<file path="src/inc/ptip_pkg.sv">
// Package for the test injection port: bit positions, codes, carriers
package ptip_pkg;

  localparam int TEST_IN_W        = 22;
  localparam int BIT_SIM          = 0;
  localparam int BIT_LPBK         = 1;
  localparam int BIT_NOSCRAM      = 2;
  localparam int BIT_FORCE_RXDET  = 3;
  localparam int BIT_BOOT         = 4;
  localparam int BIT_COMPL_DIS    = 5;
  localparam int BIT_COMPL_FORCE  = 6;
  localparam int BIT_NO_LOWPWR    = 7;
  localparam int ERR_LSB          = 8;
  localparam int LANE_LSB         = 11;
  localparam int BIT_RXERR_TLP    = 14;
  localparam int BIT_LCRC_TX      = 21;

  localparam logic [2:0] LANE_MAX   = 3'h3;
  localparam logic [2:0] TXST_IDLE  = 3'h0;
  localparam int         NUM_LANES  = 4;
  localparam logic       RST_BIT    = 1'b0;

  typedef enum logic [7:0] {
    PTIP_ERR_NONE   = 8'h01,
    PTIP_ERR_DATA   = 8'h02,
    PTIP_ERR_DISP   = 8'h04,
    PTIP_ERR_DIFF   = 8'h08,
    PTIP_ERR_SDP    = 8'h10,
    PTIP_ERR_STP    = 8'h20,
    PTIP_ERR_ENDDAT = 8'h40,
    PTIP_ERR_EDB    = 8'h80
  } ptip_err_t;

  typedef struct packed {
    logic sim_fast;
    logic lpbk_master;
    logic scram_off;
    logic force_rxdet;
    logic boot_skip_bar;
    logic compl_disable;
    logic compl_force;
    logic lowpwr_off;
  } ptip_mode_t;

  typedef struct packed {
    logic [NUM_LANES-1:0] lane_hit;
    ptip_err_t            err;
  } ptip_lane_err_t;

endpackage

</file>
<file path="src/rtl/ptip_flag.sv">
// One registered test flag with optional forcing and gating
`timescale 1ns/1ps
module ptip_flag (
  // Clock and reset
  input  wire logic mclk,
  input  wire logic rst_b,
  input  wire logic ce,
  // Flag
  input  wire logic req,
  input  wire logic force_on,
  input  wire logic allow,
  output logic      q
);
  logic d;
  assign d = (req | force_on) & allow;

  always_ff @(posedge mclk or negedge rst_b) begin
    if (!rst_b) begin
      q <= ptip_pkg::RST_BIT;
    end else if (ce) begin
      q <= d;
    end
  end
endmodule

</file>
<file path="src/rtl/ptip_top.sv">
// Test injection port: decodes the core's test input vector
`timescale 1ns/1ps
// Notes on behaviour
// - Bit 0 selects shortened simulation initialization
// - Bit 1 loopback master; reserved on x8
// - Bit 2 during init disables scrambling
// - Bit 3 forces receiver detect, guarded compliance
// - Bit 4 skips BAR check when booting remotely
// - Bits 6:5 disable or force compliance
// - Bit 7 blocks all low-power negotiation
// - Bits 10:8 pick the injected lane error
// - Bits 13:11 pick the target lane
// - Bit 14 fails LCRC of next received TLP; reserved on x8
// - Integrated transceiver forces bits 7 and 3
module ptip_top (
  // Clock and reset
  input  wire logic                         mclk,
  input  wire logic                         rst_b,
  input  wire logic                         ce,
  // Configuration
  input  wire logic                         cfg_x8,
  input  wire logic                         cfg_int_xcvr,
  // Test input vector and core state
  input  wire logic [21:0]                  test_in,
  input  wire logic [2:0]                   transmit_link_state_field,
  input  wire logic                         link_init_active,
  input  wire logic                         link_up,
  input  wire logic                         boot_behind,
  input  wire logic [ptip_pkg::NUM_LANES-1:0] lane_pattern_ok,
  // Mode outputs
  output ptip_pkg::ptip_mode_t              mode_q,
  output logic                              compl_allowed_q,
  // Injection outputs
  output ptip_pkg::ptip_lane_err_t          lane_err_q,
  output logic                              rx_lcrc_fail_q,
  output logic                              tx_lcrc_corrupt_q
);

  // Decoded requests
  wire       tx_active;
  wire       scram_req;
  wire       boot_req;
  wire       lpbk_req;
  wire       rxerr_req;
  wire [2:0] err_code;
  wire [2:0] lane_sel;
  wire       lane_ok;
  wire       lcrc_pulse;
  wire       any_pattern;

  assign tx_active  = transmit_link_state_field != ptip_pkg::TXST_IDLE;
  // Only a pulse while the transmitter is busy is acted upon
  assign lcrc_pulse = test_in[ptip_pkg::BIT_LCRC_TX] & tx_active;
  assign scram_req  = test_in[ptip_pkg::BIT_NOSCRAM] & link_init_active;
  assign boot_req   = test_in[ptip_pkg::BIT_BOOT] & ~link_up & boot_behind;
  assign lpbk_req   = test_in[ptip_pkg::BIT_LPBK] & ~cfg_x8;
  assign rxerr_req  = test_in[ptip_pkg::BIT_RXERR_TLP] & ~cfg_x8;
  assign err_code   = test_in[ptip_pkg::ERR_LSB +: 3];
  assign lane_sel   = test_in[ptip_pkg::LANE_LSB +: 3];
  assign lane_ok    = lane_sel <= ptip_pkg::LANE_MAX;
  assign any_pattern = |lane_pattern_ok;

  // Error kind, one-hot
  ptip_pkg::ptip_err_t err_d;
  always_comb begin
    case (err_code)
      3'h0:    err_d = ptip_pkg::PTIP_ERR_NONE;
      3'h1:    err_d = ptip_pkg::PTIP_ERR_DATA;
      3'h2:    err_d = ptip_pkg::PTIP_ERR_DISP;
      3'h3:    err_d = ptip_pkg::PTIP_ERR_DIFF;
      3'h4:    err_d = ptip_pkg::PTIP_ERR_SDP;
      3'h5:    err_d = ptip_pkg::PTIP_ERR_STP;
      3'h6:    err_d = ptip_pkg::PTIP_ERR_ENDDAT;
      3'h7:    err_d = ptip_pkg::PTIP_ERR_EDB;
      default: err_d = ptip_pkg::PTIP_ERR_NONE;
    endcase
  end

  // Bad lane select drops the whole request, not just the lane
  ptip_pkg::ptip_lane_err_t lane_err_d;
  assign lane_err_d.err      = lane_ok ? err_d : ptip_pkg::PTIP_ERR_NONE;
  assign lane_err_d.lane_hit = (lane_ok && err_code != 3'h0) ?
                               ptip_pkg::NUM_LANES'(4'h1 << lane_sel[1:0]) :
                               '0;

  // Flag cell outputs; the mode word gets a single driver below
  wire sim_fast_w;
  wire lpbk_master_w;
  wire scram_off_w;
  wire force_rxdet_w;
  wire boot_skip_bar_w;
  wire compl_disable_w;
  wire compl_force_w;
  wire lowpwr_off_w;

  // Mode flags through the shared flag cell
  ptip_flag u_sim (
    .mclk     (mclk),
    .rst_b    (rst_b),
    .ce       (ce),
    .req      (test_in[ptip_pkg::BIT_SIM]),
    .force_on (1'b0),
    .allow    (1'b1),
    .q        (sim_fast_w)
  );
  ptip_flag u_lpbk (
    .mclk     (mclk),
    .rst_b    (rst_b),
    .ce       (ce),
    .req      (lpbk_req),
    .force_on (1'b0),
    .allow    (1'b1),
    .q        (lpbk_master_w)
  );
  ptip_flag u_scram (
    .mclk     (mclk),
    .rst_b    (rst_b),
    .ce       (ce),
    .req      (scram_req),
    .force_on (1'b0),
    .allow    (1'b1),
    .q        (scram_off_w)
  );
  ptip_flag u_rxdet (
    .mclk     (mclk),
    .rst_b    (rst_b),
    .ce       (ce),
    .req      (test_in[ptip_pkg::BIT_FORCE_RXDET]),
    .force_on (cfg_int_xcvr),
    .allow    (1'b1),
    .q        (force_rxdet_w)
  );
  ptip_flag u_boot (
    .mclk     (mclk),
    .rst_b    (rst_b),
    .ce       (ce),
    .req      (boot_req),
    .force_on (1'b0),
    .allow    (1'b1),
    .q        (boot_skip_bar_w)
  );
  ptip_flag u_cdis (
    .mclk     (mclk),
    .rst_b    (rst_b),
    .ce       (ce),
    .req      (test_in[ptip_pkg::BIT_COMPL_DIS]),
    .force_on (1'b0),
    .allow    (1'b1),
    .q        (compl_disable_w)
  );
  // Disable wins over force when both are set
  ptip_flag u_cfrc (
    .mclk     (mclk),
    .rst_b    (rst_b),
    .ce       (ce),
    .req      (test_in[ptip_pkg::BIT_COMPL_FORCE]),
    .force_on (1'b0),
    .allow    (~test_in[ptip_pkg::BIT_COMPL_DIS]),
    .q        (compl_force_w)
  );
  ptip_flag u_lpwr (
    .mclk     (mclk),
    .rst_b    (rst_b),
    .ce       (ce),
    .req      (test_in[ptip_pkg::BIT_NO_LOWPWR]),
    .force_on (cfg_int_xcvr),
    .allow    (1'b1),
    .q        (lowpwr_off_w)
  );

  // Pure wiring: every field is still a flop output
  assign mode_q = '{
    sim_fast:      sim_fast_w,
    lpbk_master:   lpbk_master_w,
    scram_off:     scram_off_w,
    force_rxdet:   force_rxdet_w,
    boot_skip_bar: boot_skip_bar_w,
    compl_disable: compl_disable_w,
    compl_force:   compl_force_w,
    lowpwr_off:    lowpwr_off_w
  };

  // Compliance entry gate
  wire compl_d;
  wire rxdet_eff;
  assign rxdet_eff = test_in[ptip_pkg::BIT_FORCE_RXDET] | cfg_int_xcvr;
  assign compl_d   = ~test_in[ptip_pkg::BIT_COMPL_DIS] &
                     (~rxdet_eff | any_pattern);

  // Lane error word; reset shows the normal-mode code
  always_ff @(posedge mclk or negedge rst_b) begin
    if (!rst_b) begin
      lane_err_q <= '{lane_hit: '0, err: ptip_pkg::PTIP_ERR_NONE};
    end else if (ce) begin
      lane_err_q <= lane_err_d;
    end
  end

  // Receive LCRC failure request
  always_ff @(posedge mclk or negedge rst_b) begin
    if (!rst_b) begin
      rx_lcrc_fail_q <= ptip_pkg::RST_BIT;
    end else if (ce) begin
      rx_lcrc_fail_q <= rxerr_req;
    end
  end

  // No stretching: a one-cycle request stays one cycle wide
  always_ff @(posedge mclk or negedge rst_b) begin
    if (!rst_b) begin
      tx_lcrc_corrupt_q <= ptip_pkg::RST_BIT;
    end else if (ce) begin
      tx_lcrc_corrupt_q <= lcrc_pulse & ~cfg_x8;
    end
  end

  // Compliance entry permission
  always_ff @(posedge mclk or negedge rst_b) begin
    if (!rst_b) begin
      compl_allowed_q <= ptip_pkg::RST_BIT;
    end else if (ce) begin
      compl_allowed_q <= compl_d;
    end
  end

endmodule

</file>
<file path="config.mk">
export PLATFORM = sky130hd
export DESIGN_NAME = ptip_top
export DESIGN_NICKNAME = d
export VERILOG_FILES = /design/src/inc/ptip_pkg.sv /design/src/rtl/ptip_flag.sv /design/src/rtl/ptip_top.sv
export SDC_FILE = /design/constraint.sdc
export NUM_CORES = 1
export LEC_CHECK = 0
export BUFFER_PORTS_ARGS = -buffer_cell sky130_fd_sc_hd__buf_2
export CORE_MARGIN = 8
export CORE_UTILIZATION = 37
export DETAILED_ROUTE_END_ITERATION = 6
export PLACE_DENSITY = 0.75
export SETUP_SLACK_MARGIN = 0.4
export SYNTH_ARGS = -nofsm -noshare
export SYNTH_HDL_FRONTEND = slang
export SYNTH_SLANG_ARGS = --single-unit
</file>
<file path="constraint.sdc">
create_clock -name mclk -period 0.8 [get_ports mclk]
set_input_delay 0.04 -clock mclk [delete_from_list [all_inputs] [get_ports mclk]]
set_output_delay 0.04 -clock mclk [all_outputs]
set_load 0.005 [all_outputs]
</file>
==> impl_metrics.py, run 1 <==
metrics = {
    "timing": {
        "rsz0062_at_grt": "yes",
        "relSlewSlack_pct": 65.22,
        "final-hold-violation-count": 33,
        "whs_ps": -320.1,
        "fmax_mhz": 1005,
        "fin_crit_sh_pct": 124.4,
        "setup-violations-final": 31,
        "clock_skew_ps": 0,
        "post-route-min-period_ps": 995.1,
        "setup_ws_ps": -195.1,
        "drv_slew": 0,
        "worst_slew_pin_slew_ps": 518.9,
    },
    "worst_setup_path": {
        "cp-endpoint": "lane_err_q[0]",
        "ff2ff_setup_slack_ps": -170,
        "cp-start-kind": "flop",
        "critPathTopFamily": "flip-flops",
        "startpoint": "lane_err_q[0]",
        "worst-endpoint-required_ps": 760,
        "cpPeakStageDelay_ps": 560,
        "cp_cell_sequence": "buf_6",
        "worstReg2RegEnd": "lane_err_q[1]",
        "timing.rr.start": "lane_err_q[1]",
        "cp_slowest_cell": "dfstp_2",
        "path_max_fanout": 2,
        "worstPathArrival_ps": 960,
        "cp.depth": 1,
        "crit_type": "flop to output pin",
        "end_kind": "output pin",
        "r2r_cells": 3,
        "worst-path-buf-inv": 1,
    },
    "floorplan": {
        "core_um2": 2734,
        "die-area_um2": 4789,
        "ios": 60,
        "die_w_um": 69.20,
        "start_util_pct": 38.31,
        "fp-row-count": 19,
        "die_y_um": 69.20,
    },
    "logic_synthesis": {
        "async_reset_ff_share_pct": 100.0,
        "ys_ff_latch": 23,
        "synth_area_um2": 1047,
        "synth_edf_count": 0,
        "synth.distinct_cells": 24,
        "syn-instance-count": 98,
        "syn-num-nets": 135,
        "ys_warn_count": 0,
        "avgSynthCellArea_um2": 10.69,
        "synth.yosys.seq_area_share_pct": 55.08,
        "synth-main-ff-cell": "dfrtp_1",
    },
    "global_route": {
        "grt_pass1_wl_um": 4416,
        "antenna_found_initial": 0,
        "grt_pass1_vias": 989,
        "grt_use_total_pct": 10.72,
        "grt_max_degree": 24,
        "gr-total-overflow": 0,
    },
    "cells_and_area": {
        "post_route_cells_drive_above_1_share_pct": 59.62,
        "final_common_cell": "buf_2",
        "nets": 194,
        "num_antenna_cells": 0,
        "layout_common_cells": "buf_2, dfrtp_1, buf_6",
        "stdcell_area_um2": 1549,
        "area_growth_pct": 47.91,
        "utilization_pct": 56.66,
        "fillerInstances": 247,
    },
    "routing": {
        "wl_met3_um": 187,
        "wl_met1_um": 1150,
        "wl_met2_um": 1382,
        "vias": 906,
        "detail_route.vias_per_cell": 4.845,
        "routed_wl_um": 2751,
        "drt_pass1_iterations": 4,
        "antenna_left": 0,
        "top_layer": "met4",
        "first_iter_violations": 21,
        "wire_per_inst_um": 14.71,
        "drc": 0,
    },
    "placed_design": {
        "place_ws_ps": -194.4,
        "io_buffers": 53,
        "dpl-instance-area_um2": 1340,
        "place_congestion": 0.7211,
        "dp_hpwl_um": 2055,
    },
    "clocking": {
        "clk_path_buf_depth": 2,
        "clk_latency_ps": 300,
        "clock_tree.root_cell": "clkbuf_4",
        "tritoncts": "built",
        "path_clk_slew_ps": 120,
        "cts_max_level": 1,
        "cts_sinks": 23,
        "cts_buffers": 3,
    },
    "run_status": {
        "outcome": "finished, violations left",
        "failed_checks": "hold timing, setup timing",
    },
    "pwr": {
        "leakage_nw": 0.8229,
        "power-per-cell-area_nw_per_um2": 1480,
        "ir_worst_vdd_mv": 0.9723,
        "totalPowerFinal_mw": 2.292,
    },
    "worst_hold_path": {
        "holdCritPathClass": "input port to asynchronous set/reset pin",
    },
    "job": {
        "drv_cap": 0,
    },
}
## report_power, final
| part | internal [mW] | switching [mW] |
|---|---|---|
| Sequential | 1.24 | 0.0432 |
| Clock | 0.186 | 0.340 |
| Combinational | 0.268 | 0.214 |
| Total | 1.69 | 0.597 |
## area by class of cell
class	instances	area [µm²]	area share, %
clock buffer	3	22.52	1.454
clock inverter	1	5.005	0.3231
inverter	10	37.54	2.423
multi-input combinational	53	424.2	27.38
sequential	23	576.8	37.24
tap	31	38.79	2.504
timing repair buffer	66	444.2	28.68
## logic make-up (layout without fill, tap and decap cells)
logic type	after synthesis	count (layout)	share of synthesized area, %
AO/OA/AOI/OAI	23	23	16.25
AND/OR/NAND/NOR	29	29	16.61
buffers and inverters	22	80	10.99
multiplexers	1	1	1.075
flip-flops	23	23	55.08
## per-stage QoR
stage / TNS (ps) / instances
floorplan: -91.44 / 98
global placement: -236.7 / 176
detailed placement: -528.5 / 176
CTS: -2912 / 184
global route: -3982 / 187
finish: -2672 / 187
## synth_stat cells, drive strengths merged, types with 2 or more instances
cell type	instances	area, µm²
buf	10	70.07
o41ai	4	35.03
dfrtp	22	550.5
a41o	2	20.02
nor3	2	10.01
o21ai	8	40.04
a31o	5	43.79
clkbuf	2	7.510
nand2b	5	31.28
nor2b	10	62.56
nor2	4	15.01
nand3b	4	30.03
inv	10	37.54
## worst min-delay path by stage
| stage | start | endpoint | slack [ps] | cells after the start |
|---|---|---|---|---|
| 4_1_cts | rst_b | u_lpwr.q | -310 | 1 |
| 6_report | rst_b | u_rxdet.q | -320 | 1 |
| 2_1_floorplan | rst_b | compl_allowed_q | -260 | 0 |
| 3_3_place_gp | rst_b | u_boot.q | 30 | 1 |
| 5_1_grt | rst_b | u_lpwr.q | -310 | 1 |
| 3_5_place_dp | rst_b | u_rxdet.q | 40 | 1 |
## sequential cells by signal, indices dropped and copies added, names as in the netlist
| register | flops |
|---|---|
| u_rxdet.q | 1 |
| u_lpwr.q | 1 |
| u_cdis.q | 1 |
| lane_err_q | 12 |
| u_sim.q | 1 |
| u_scram.q | 1 |
| tx_lcrc_corrupt_q | 1 |
| u_lpbk.q | 1 |
| rx_lcrc_fail_q | 1 |
| compl_allowed_q | 1 |
| u_cfrc.q | 1 |
| u_boot.q | 1 |
## layer usage
layer / vias up / GRT usage [%]
li1: 445 / -
met1: 427 / 11.09
met5: - / 0
met4: 0 / 5.467
met2: 32 / 18.95
met3: 2 / 3.290
## what timing repair did
action,4_1_cts,5_1_grt
hold endpoints to repair,34,33
pin swaps,1,2
setup buffers,4,3
gates cloned,0,0
endpoints found under the setup margin,46,46
gates resized for setup,16,16
(Power assumes the default switching activity.)
==> run 2: changes to the inputs <==
==> constraint.sdc (replaced) <==
create_clock -name mclk -period 0.9 [get_ports mclk]
set_input_delay 0.045 -clock mclk [delete_from_list [all_inputs] [get_ports mclk]]
set_output_delay 0.045 -clock mclk [all_outputs]
set_load 0.005 [all_outputs]
==> impl_metrics.py, run 2 (synthesis gave the netlist of run 1 again) <==
metrics = {
    "run_status": {
        "outcome": "finished, violations left",
        "failed_checks": "hold timing, setup timing",
    },
    "worst_setup_path": {
        "end_kind": "output pin",
        "worst-path-buf-inv": 1,
        "cp-start-kind": "flop",
        "path_max_fanout": 2,
        "cp_cell_sequence": "buf_6",
        "crit_type": "flop to output pin",
        "worst-endpoint-required_ps": 850,
        "critPathTopFamily": "flip-flops",
        "cpPeakStageDelay_ps": 560,
        "worstPathArrival_ps": 940,
        "cp_slowest_cell": "dfstp_2",
    },
    "routing": {
        "wire_per_inst_um": 14.54,
        "drc": 0,
        "routed_wl_um": 2632,
        "detail_route.vias_per_cell": 4.895,
        "vias": 886,
        "antenna_left": 0,
        "drt_pass1_iterations": 2,
        "first_iter_violations": 27,
    },
    "floorplan": {
        "die_y_um": 69.20,
        "die-area_um2": 4789,
        "start_util_pct": 38.31,
        "ios": 60,
        "core_um2": 2734,
        "fp-row-count": 19,
        "die_w_um": 69.20,
    },
    "clocking": {
        "clk_latency_ps": 290,
        "clock_tree.root_cell": "clkbuf_4",
        "path_clk_slew_ps": 120,
        "cts_max_level": 1,
        "tritoncts": "built",
        "clk_path_buf_depth": 2,
        "cts_buffers": 3,
        "cts_sinks": 23,
    },
    "timing": {
        "post-route-min-period_ps": 983.6,
        "fin_crit_sh_pct": 109.3,
        "worst_slew_pin_slew_ps": 509.4,
        "whs_ps": -302.4,
        "drv_slew": 0,
        "clock_skew_ps": 0,
        "final-hold-violation-count": 30,
        "setup_ws_ps": -83.57,
        "setup-violations-final": 1,
        "rsz0062_at_grt": "yes",
        "finalSetupTns_ps": -83.57,
        "fmax_mhz": 1017,
        "relSlewSlack_pct": 66.04,
    },
    "placed_design": {
        "io_buffers": 53,
        "place_congestion": 0.7367,
        "dp_hpwl_um": 1947,
    },
    "pwr": {
        "combPwrFrac_pct": 20.1,
        "totalPowerFinal_mw": 1.989,
        "swShare_pct": 25.24,
        "leakage_nw": 0.7816,
        "power-per-cell-area_nw_per_um2": 1349,
        "switching_power_mw": 0.5021,
        "clkPwrFrac_pct": 22.9,
        "p_int_mw": 1.487,
        "ir_worst_vdd_mv": 0.6613,
        "seqPwrFrac_pct": 57.0,
    },
    "cells_and_area": {
        "nets": 188,
        "final_common_cell": "buf_2",
        "post_route_cells_drive_above_1_share_pct": 55.33,
        "layout_common_cells": "buf_2, dfrtp_1, inv_1",
        "num_antenna_cells": 0,
        "area_growth_pct": 40.86,
        "regMostFlops": "lane_err_q",
        "largest_register_ffs": 12,
        "fillerInstances": 240,
    },
    "job": {
        "drv_cap": 0,
    },
    "global_route": {
        "antenna_found_initial": 0,
        "grt_max_degree": 24,
        "gr-total-overflow": 0,
        "grt_pass1_wl_um": 4174,
        "grt_pass1_vias": 905,
        "grt_use_total_pct": 10.31,
    },
    "worst_hold_path": {
        "holdCritPathClass": "input port to asynchronous set/reset pin",
    },
}
-- run 2: final cells by class --
type | instances | area [µm²] | area share, %
Sequential cell | 23 | 576.8 | 39.10
Clock buffer | 4 | 26.28 | 1.781
Tap cell | 31 | 38.79 | 2.629
Timing Repair Buffer | 60 | 351.6 | 23.83
Inverter | 10 | 37.54 | 2.545
Multi-Input combinational cell | 53 | 444.2 | 30.11
-- run 2: worst paths after layout --
path | cells after the start | start | slack, ps | end
worst min-delay path | 1 | rst_b | -300 | u_lpwr.q
worst min register to register | 2 | lane_err_q[10] | 500 | lane_err_q[10]
worst max-delay path | 1 | lane_err_q[0] | -80 | lane_err_q[0]
max in group asynchronous | 1 | rst_b | 840 | lane_err_q[0]
worst max register to register | 2 | u_sim.q | 30 | u_sim.q
min in group mclk | 2 | test_in[0] | -30 | u_sim.q
-- run 2: routing by layer --
metal  wire length, µm  vias to the layer above  global-route usage (%)
li1                  -                      437                       -
met1              1008                      416                   11.26
met2              1348                       31                   16.70
met3               239                        2                   4.292
met4                36                        0                   5.239
met5                 0                        -                       0
-- run 2: stage by stage --
step | util [%] | cells | hold WS [ps] | area, µm² | setup slack (ps)
floorplan | - | 98 | -250.6 | 1092 | 27.67
global placement | 47.92 | 172 | 37.76 | 1310 | -75.42
detailed placement | 47.92 | 172 | 43.06 | 1310 | -78.09
CTS | 50.80 | 178 | -294.9 | 1389 | -106.5
global route | 53.96 | 181 | -289.4 | 1475 | -124.1
finish | 53.96 | 181 | -302.4 | 1475 | -83.57
-- run 2: power by group through the flow --
stage | clock, mW | sequential [mW] | combinational (mW)
finish | 0.457 | 1.13 | 0.400
global route | 0.529 | 1.14 | 0.442
CTS | 0.480 | 1.13 | 0.355
detailed placement | 0 | 1.15 | 0.327
global placement | 0 | 1.15 | 0.319
floorplan | 0 | 1.16 | 0.186
-- run 2: what timing repair did --
item | in CTS | in global routing
pin swaps | 1 | 1
buffers inserted | 2 | 3
endpoints found under the setup margin | 46 | 46
cloned | 0 | 0
endpoints found under the hold margin | 31 | 31
gates resized for setup | 8 | 14
==> run 3: changes to the inputs <==
--- a/config.mk
+++ b/config.mk
@@ -5,6 +5,7 @@
 export SDC_FILE = /design/constraint.sdc
 export NUM_CORES = 1
 export LEC_CHECK = 0
+export ABC_CLOCK_PERIOD_IN_PS = 900
 export BUFFER_PORTS_ARGS = -buffer_cell sky130_fd_sc_hd__buf_2
 export CORE_MARGIN = 8
 export CORE_UTILIZATION = 37
==> constraint.sdc (replaced) <==
create_clock -name mclk -period 0.9 [get_ports mclk]
set_input_delay 0.135 -clock mclk [delete_from_list [all_inputs] [get_ports mclk]]
set_output_delay 0.135 -clock mclk [all_outputs]
set_load 0.005 [all_outputs]
==> impl_metrics.py, run 3 (synthesis gave the netlist of run 1 again) <==
metrics = {
    "clocking": {
        "clk_path_buf_depth": 2,
        "clk_latency_ps": 290,
        "cts_buffers": 3,
        "clock_tree.root_cell": "clkbuf_4",
        "cts_max_level": 1,
        "path_clk_slew_ps": 130,
        "cts_sinks": 23,
        "tritoncts": "built",
    },
    "cells_and_area": {
        "multi_input_comb_area_um2": 420.4,
        "regMostFlops": "lane_err_q",
        "final_common_cell": "buf_2",
        "layout_common_cells": "buf_2, dfrtp_1, nor2b_1, buf_6, inv_1",
        "nets": 192,
        "post_route_cells_drive_above_1_share_pct": 57.14,
        "num_antenna_cells": 0,
        "utilization_pct": 55.15,
        "fillerInstances": 248,
        "largest_register_ffs": 12,
        "area_growth_pct": 43.97,
        "seqCellArea_um2": 576.8,
    },
    "global_route": {
        "grt_use_total_pct": 11.02,
        "grt_pass1_wl_um": 4491,
        "grt_pass1_vias": 975,
        "gr-total-overflow": 0,
        "grt_max_degree": 18,
        "antenna_found_initial": 0,
    },
    "worst_setup_path": {
        "cp_cell_sequence": "buf_6",
        "cpPeakStageDelay_ps": 560,
        "worst-path-buf-inv": 1,
        "worstPathArrival_ps": 940,
        "r2r_cells": 2,
        "worst-endpoint-required_ps": 760,
        "cp_slowest_cell": "dfstp_2",
        "cp-start-kind": "flop",
        "end_kind": "output pin",
        "critPathTopFamily": "flip-flops",
        "crit_type": "flop to output pin",
        "path_max_fanout": 2,
        "cp.depth": 1,
    },
    "pwr": {
        "combPwrFrac_pct": 20.7,
        "totalPowerFinal_mw": 2.024,
        "clkPwrFrac_pct": 23.1,
        "ir_worst_vdd_mv": 0.7820,
        "swShare_pct": 25.57,
        "power-per-cell-area_nw_per_um2": 1342,
        "leakage_nw": 0.8038,
        "seqPwrFrac_pct": 56.2,
        "switching_power_mw": 0.5175,
        "p_int_mw": 1.506,
    },
    "floorplan": {
        "die_w_um": 69.20,
        "ios": 60,
        "core_um2": 2734,
        "die_y_um": 69.20,
        "die-area_um2": 4789,
        "fp-row-count": 19,
        "start_util_pct": 38.31,
    },
    "timing": {
        "fin_crit_sh_pct": 119.3,
        "post-route-min-period_ps": 1073,
        "rsz0062_at_grt": "yes",
        "setup-violations-final": 23,
        "final-hold-violation-count": 23,
        "clock_skew_ps": 0,
        "setup_ws_ps": -173.3,
        "drv_slew": 0,
        "relSlewSlack_pct": 67.90,
        "whs_ps": -322.9,
        "fmax_mhz": 931.7,
        "worst_slew_pin_slew_ps": 478.9,
    },
    "routing": {
        "wire_per_inst_um": 14.93,
        "first_iter_violations": 21,
        "drc": 0,
        "detail_route.vias_per_cell": 4.903,
        "antenna_left": 0,
        "vias": 907,
        "routed_wl_um": 2762,
        "drt_pass1_iterations": 4,
    },
    "placed_design": {
        "dp_hpwl_um": 2061,
        "io_buffers": 53,
        "place_congestion": 0.7164,
    },
    "run_status": {
        "failed_checks": "hold timing, setup timing",
        "outcome": "finished, violations left",
    },
    "worst_hold_path": {
        "holdCritPathClass": "input port to asynchronous set/reset pin",
    },
    "job": {
        "drv_cap": 0,
    },
}
-- run 3: cell count changes in the layout (fill, tap and decap cells not counted), moves of 2 or more --
cell / change
nor2b_1: +2
buf_6: +3
inv_1: -4
inv_2: +4
nor2b_4: -2
-- run 3: power groups by stage --
stage / logic, mW / clock network [mW] / registers, mW
after floorplan: 0.184 / 0 / 1.16
after global placement: 0.329 / 0 / 1.15
after detailed placement: 0.338 / 0 / 1.15
after CTS: 0.383 / 0.481 / 1.13
after global routing: 0.462 / 0.553 / 1.15
final: 0.419 / 0.467 / 1.14
-- run 3: worst paths after layout --
check,start,to,slack [ps]
setup / recovery,lane_err_q[0],lane_err_q[0],-170
hold / removal,rst_b,lane_err_q[4],-320
setup reg to reg,compl_allowed_q,compl_allowed_q,60
hold reg to reg,lane_err_q[9],lane_err_q[9],510
max in group asynchronous,rst_b,lane_err_q[1],870
min in group mclk,test_in[0],u_sim.q,60
-- run 3: area by class of cell --
cell class	count	share of cell area, %
Tap cell	31	2.573
Clock buffer	4	1.743
Timing Repair Buffer	64	27.05
Inverter	10	2.490
Multi-Input combinational cell	53	27.88
Sequential cell	23	38.26
-- run 3: what timing repair did --
item | 4_1_cts | 5_1_grt
pin swaps | 3 | 2
gates resized for setup | 15 | 11
buffers inserted | 4 | 3
hold endpoints to repair | 23 | 23
setup endpoints to repair | 46 | 46
-- run 3: per-layer routing --
metal	part of all wire (%)	track usage, %	vias up
li1	-	-	444
met1	40	11.27	431
met2	52	19.77	30
met3	8.1	4.721	2
met4	0.43	3.189	0
met5	0	0	-
-- run 3: through the flow --
| step | instances | worst slack [ps] | setup TNS [ps] | instance area [µm²] | hold slack [ps] |
|---|---|---|---|---|---|
| 3_5_place_dp | 174 | -205.7 | -835.2 | 1334 | 20.18 |
| 4_1_cts | 182 | -193.4 | -1747 | 1434 | -319.9 |
| 5_1_grt | 185 | -225.1 | -2800 | 1508 | -334.7 |
| 2_1_floorplan | 98 | -62.33 | -62.33 | 1091 | -160.6 |
| 6_report | 185 | -173.3 | -1554 | 1508 | -322.9 |
| 3_3_place_gp | 174 | -168.7 | -685.8 | 1334 | 12.55 |
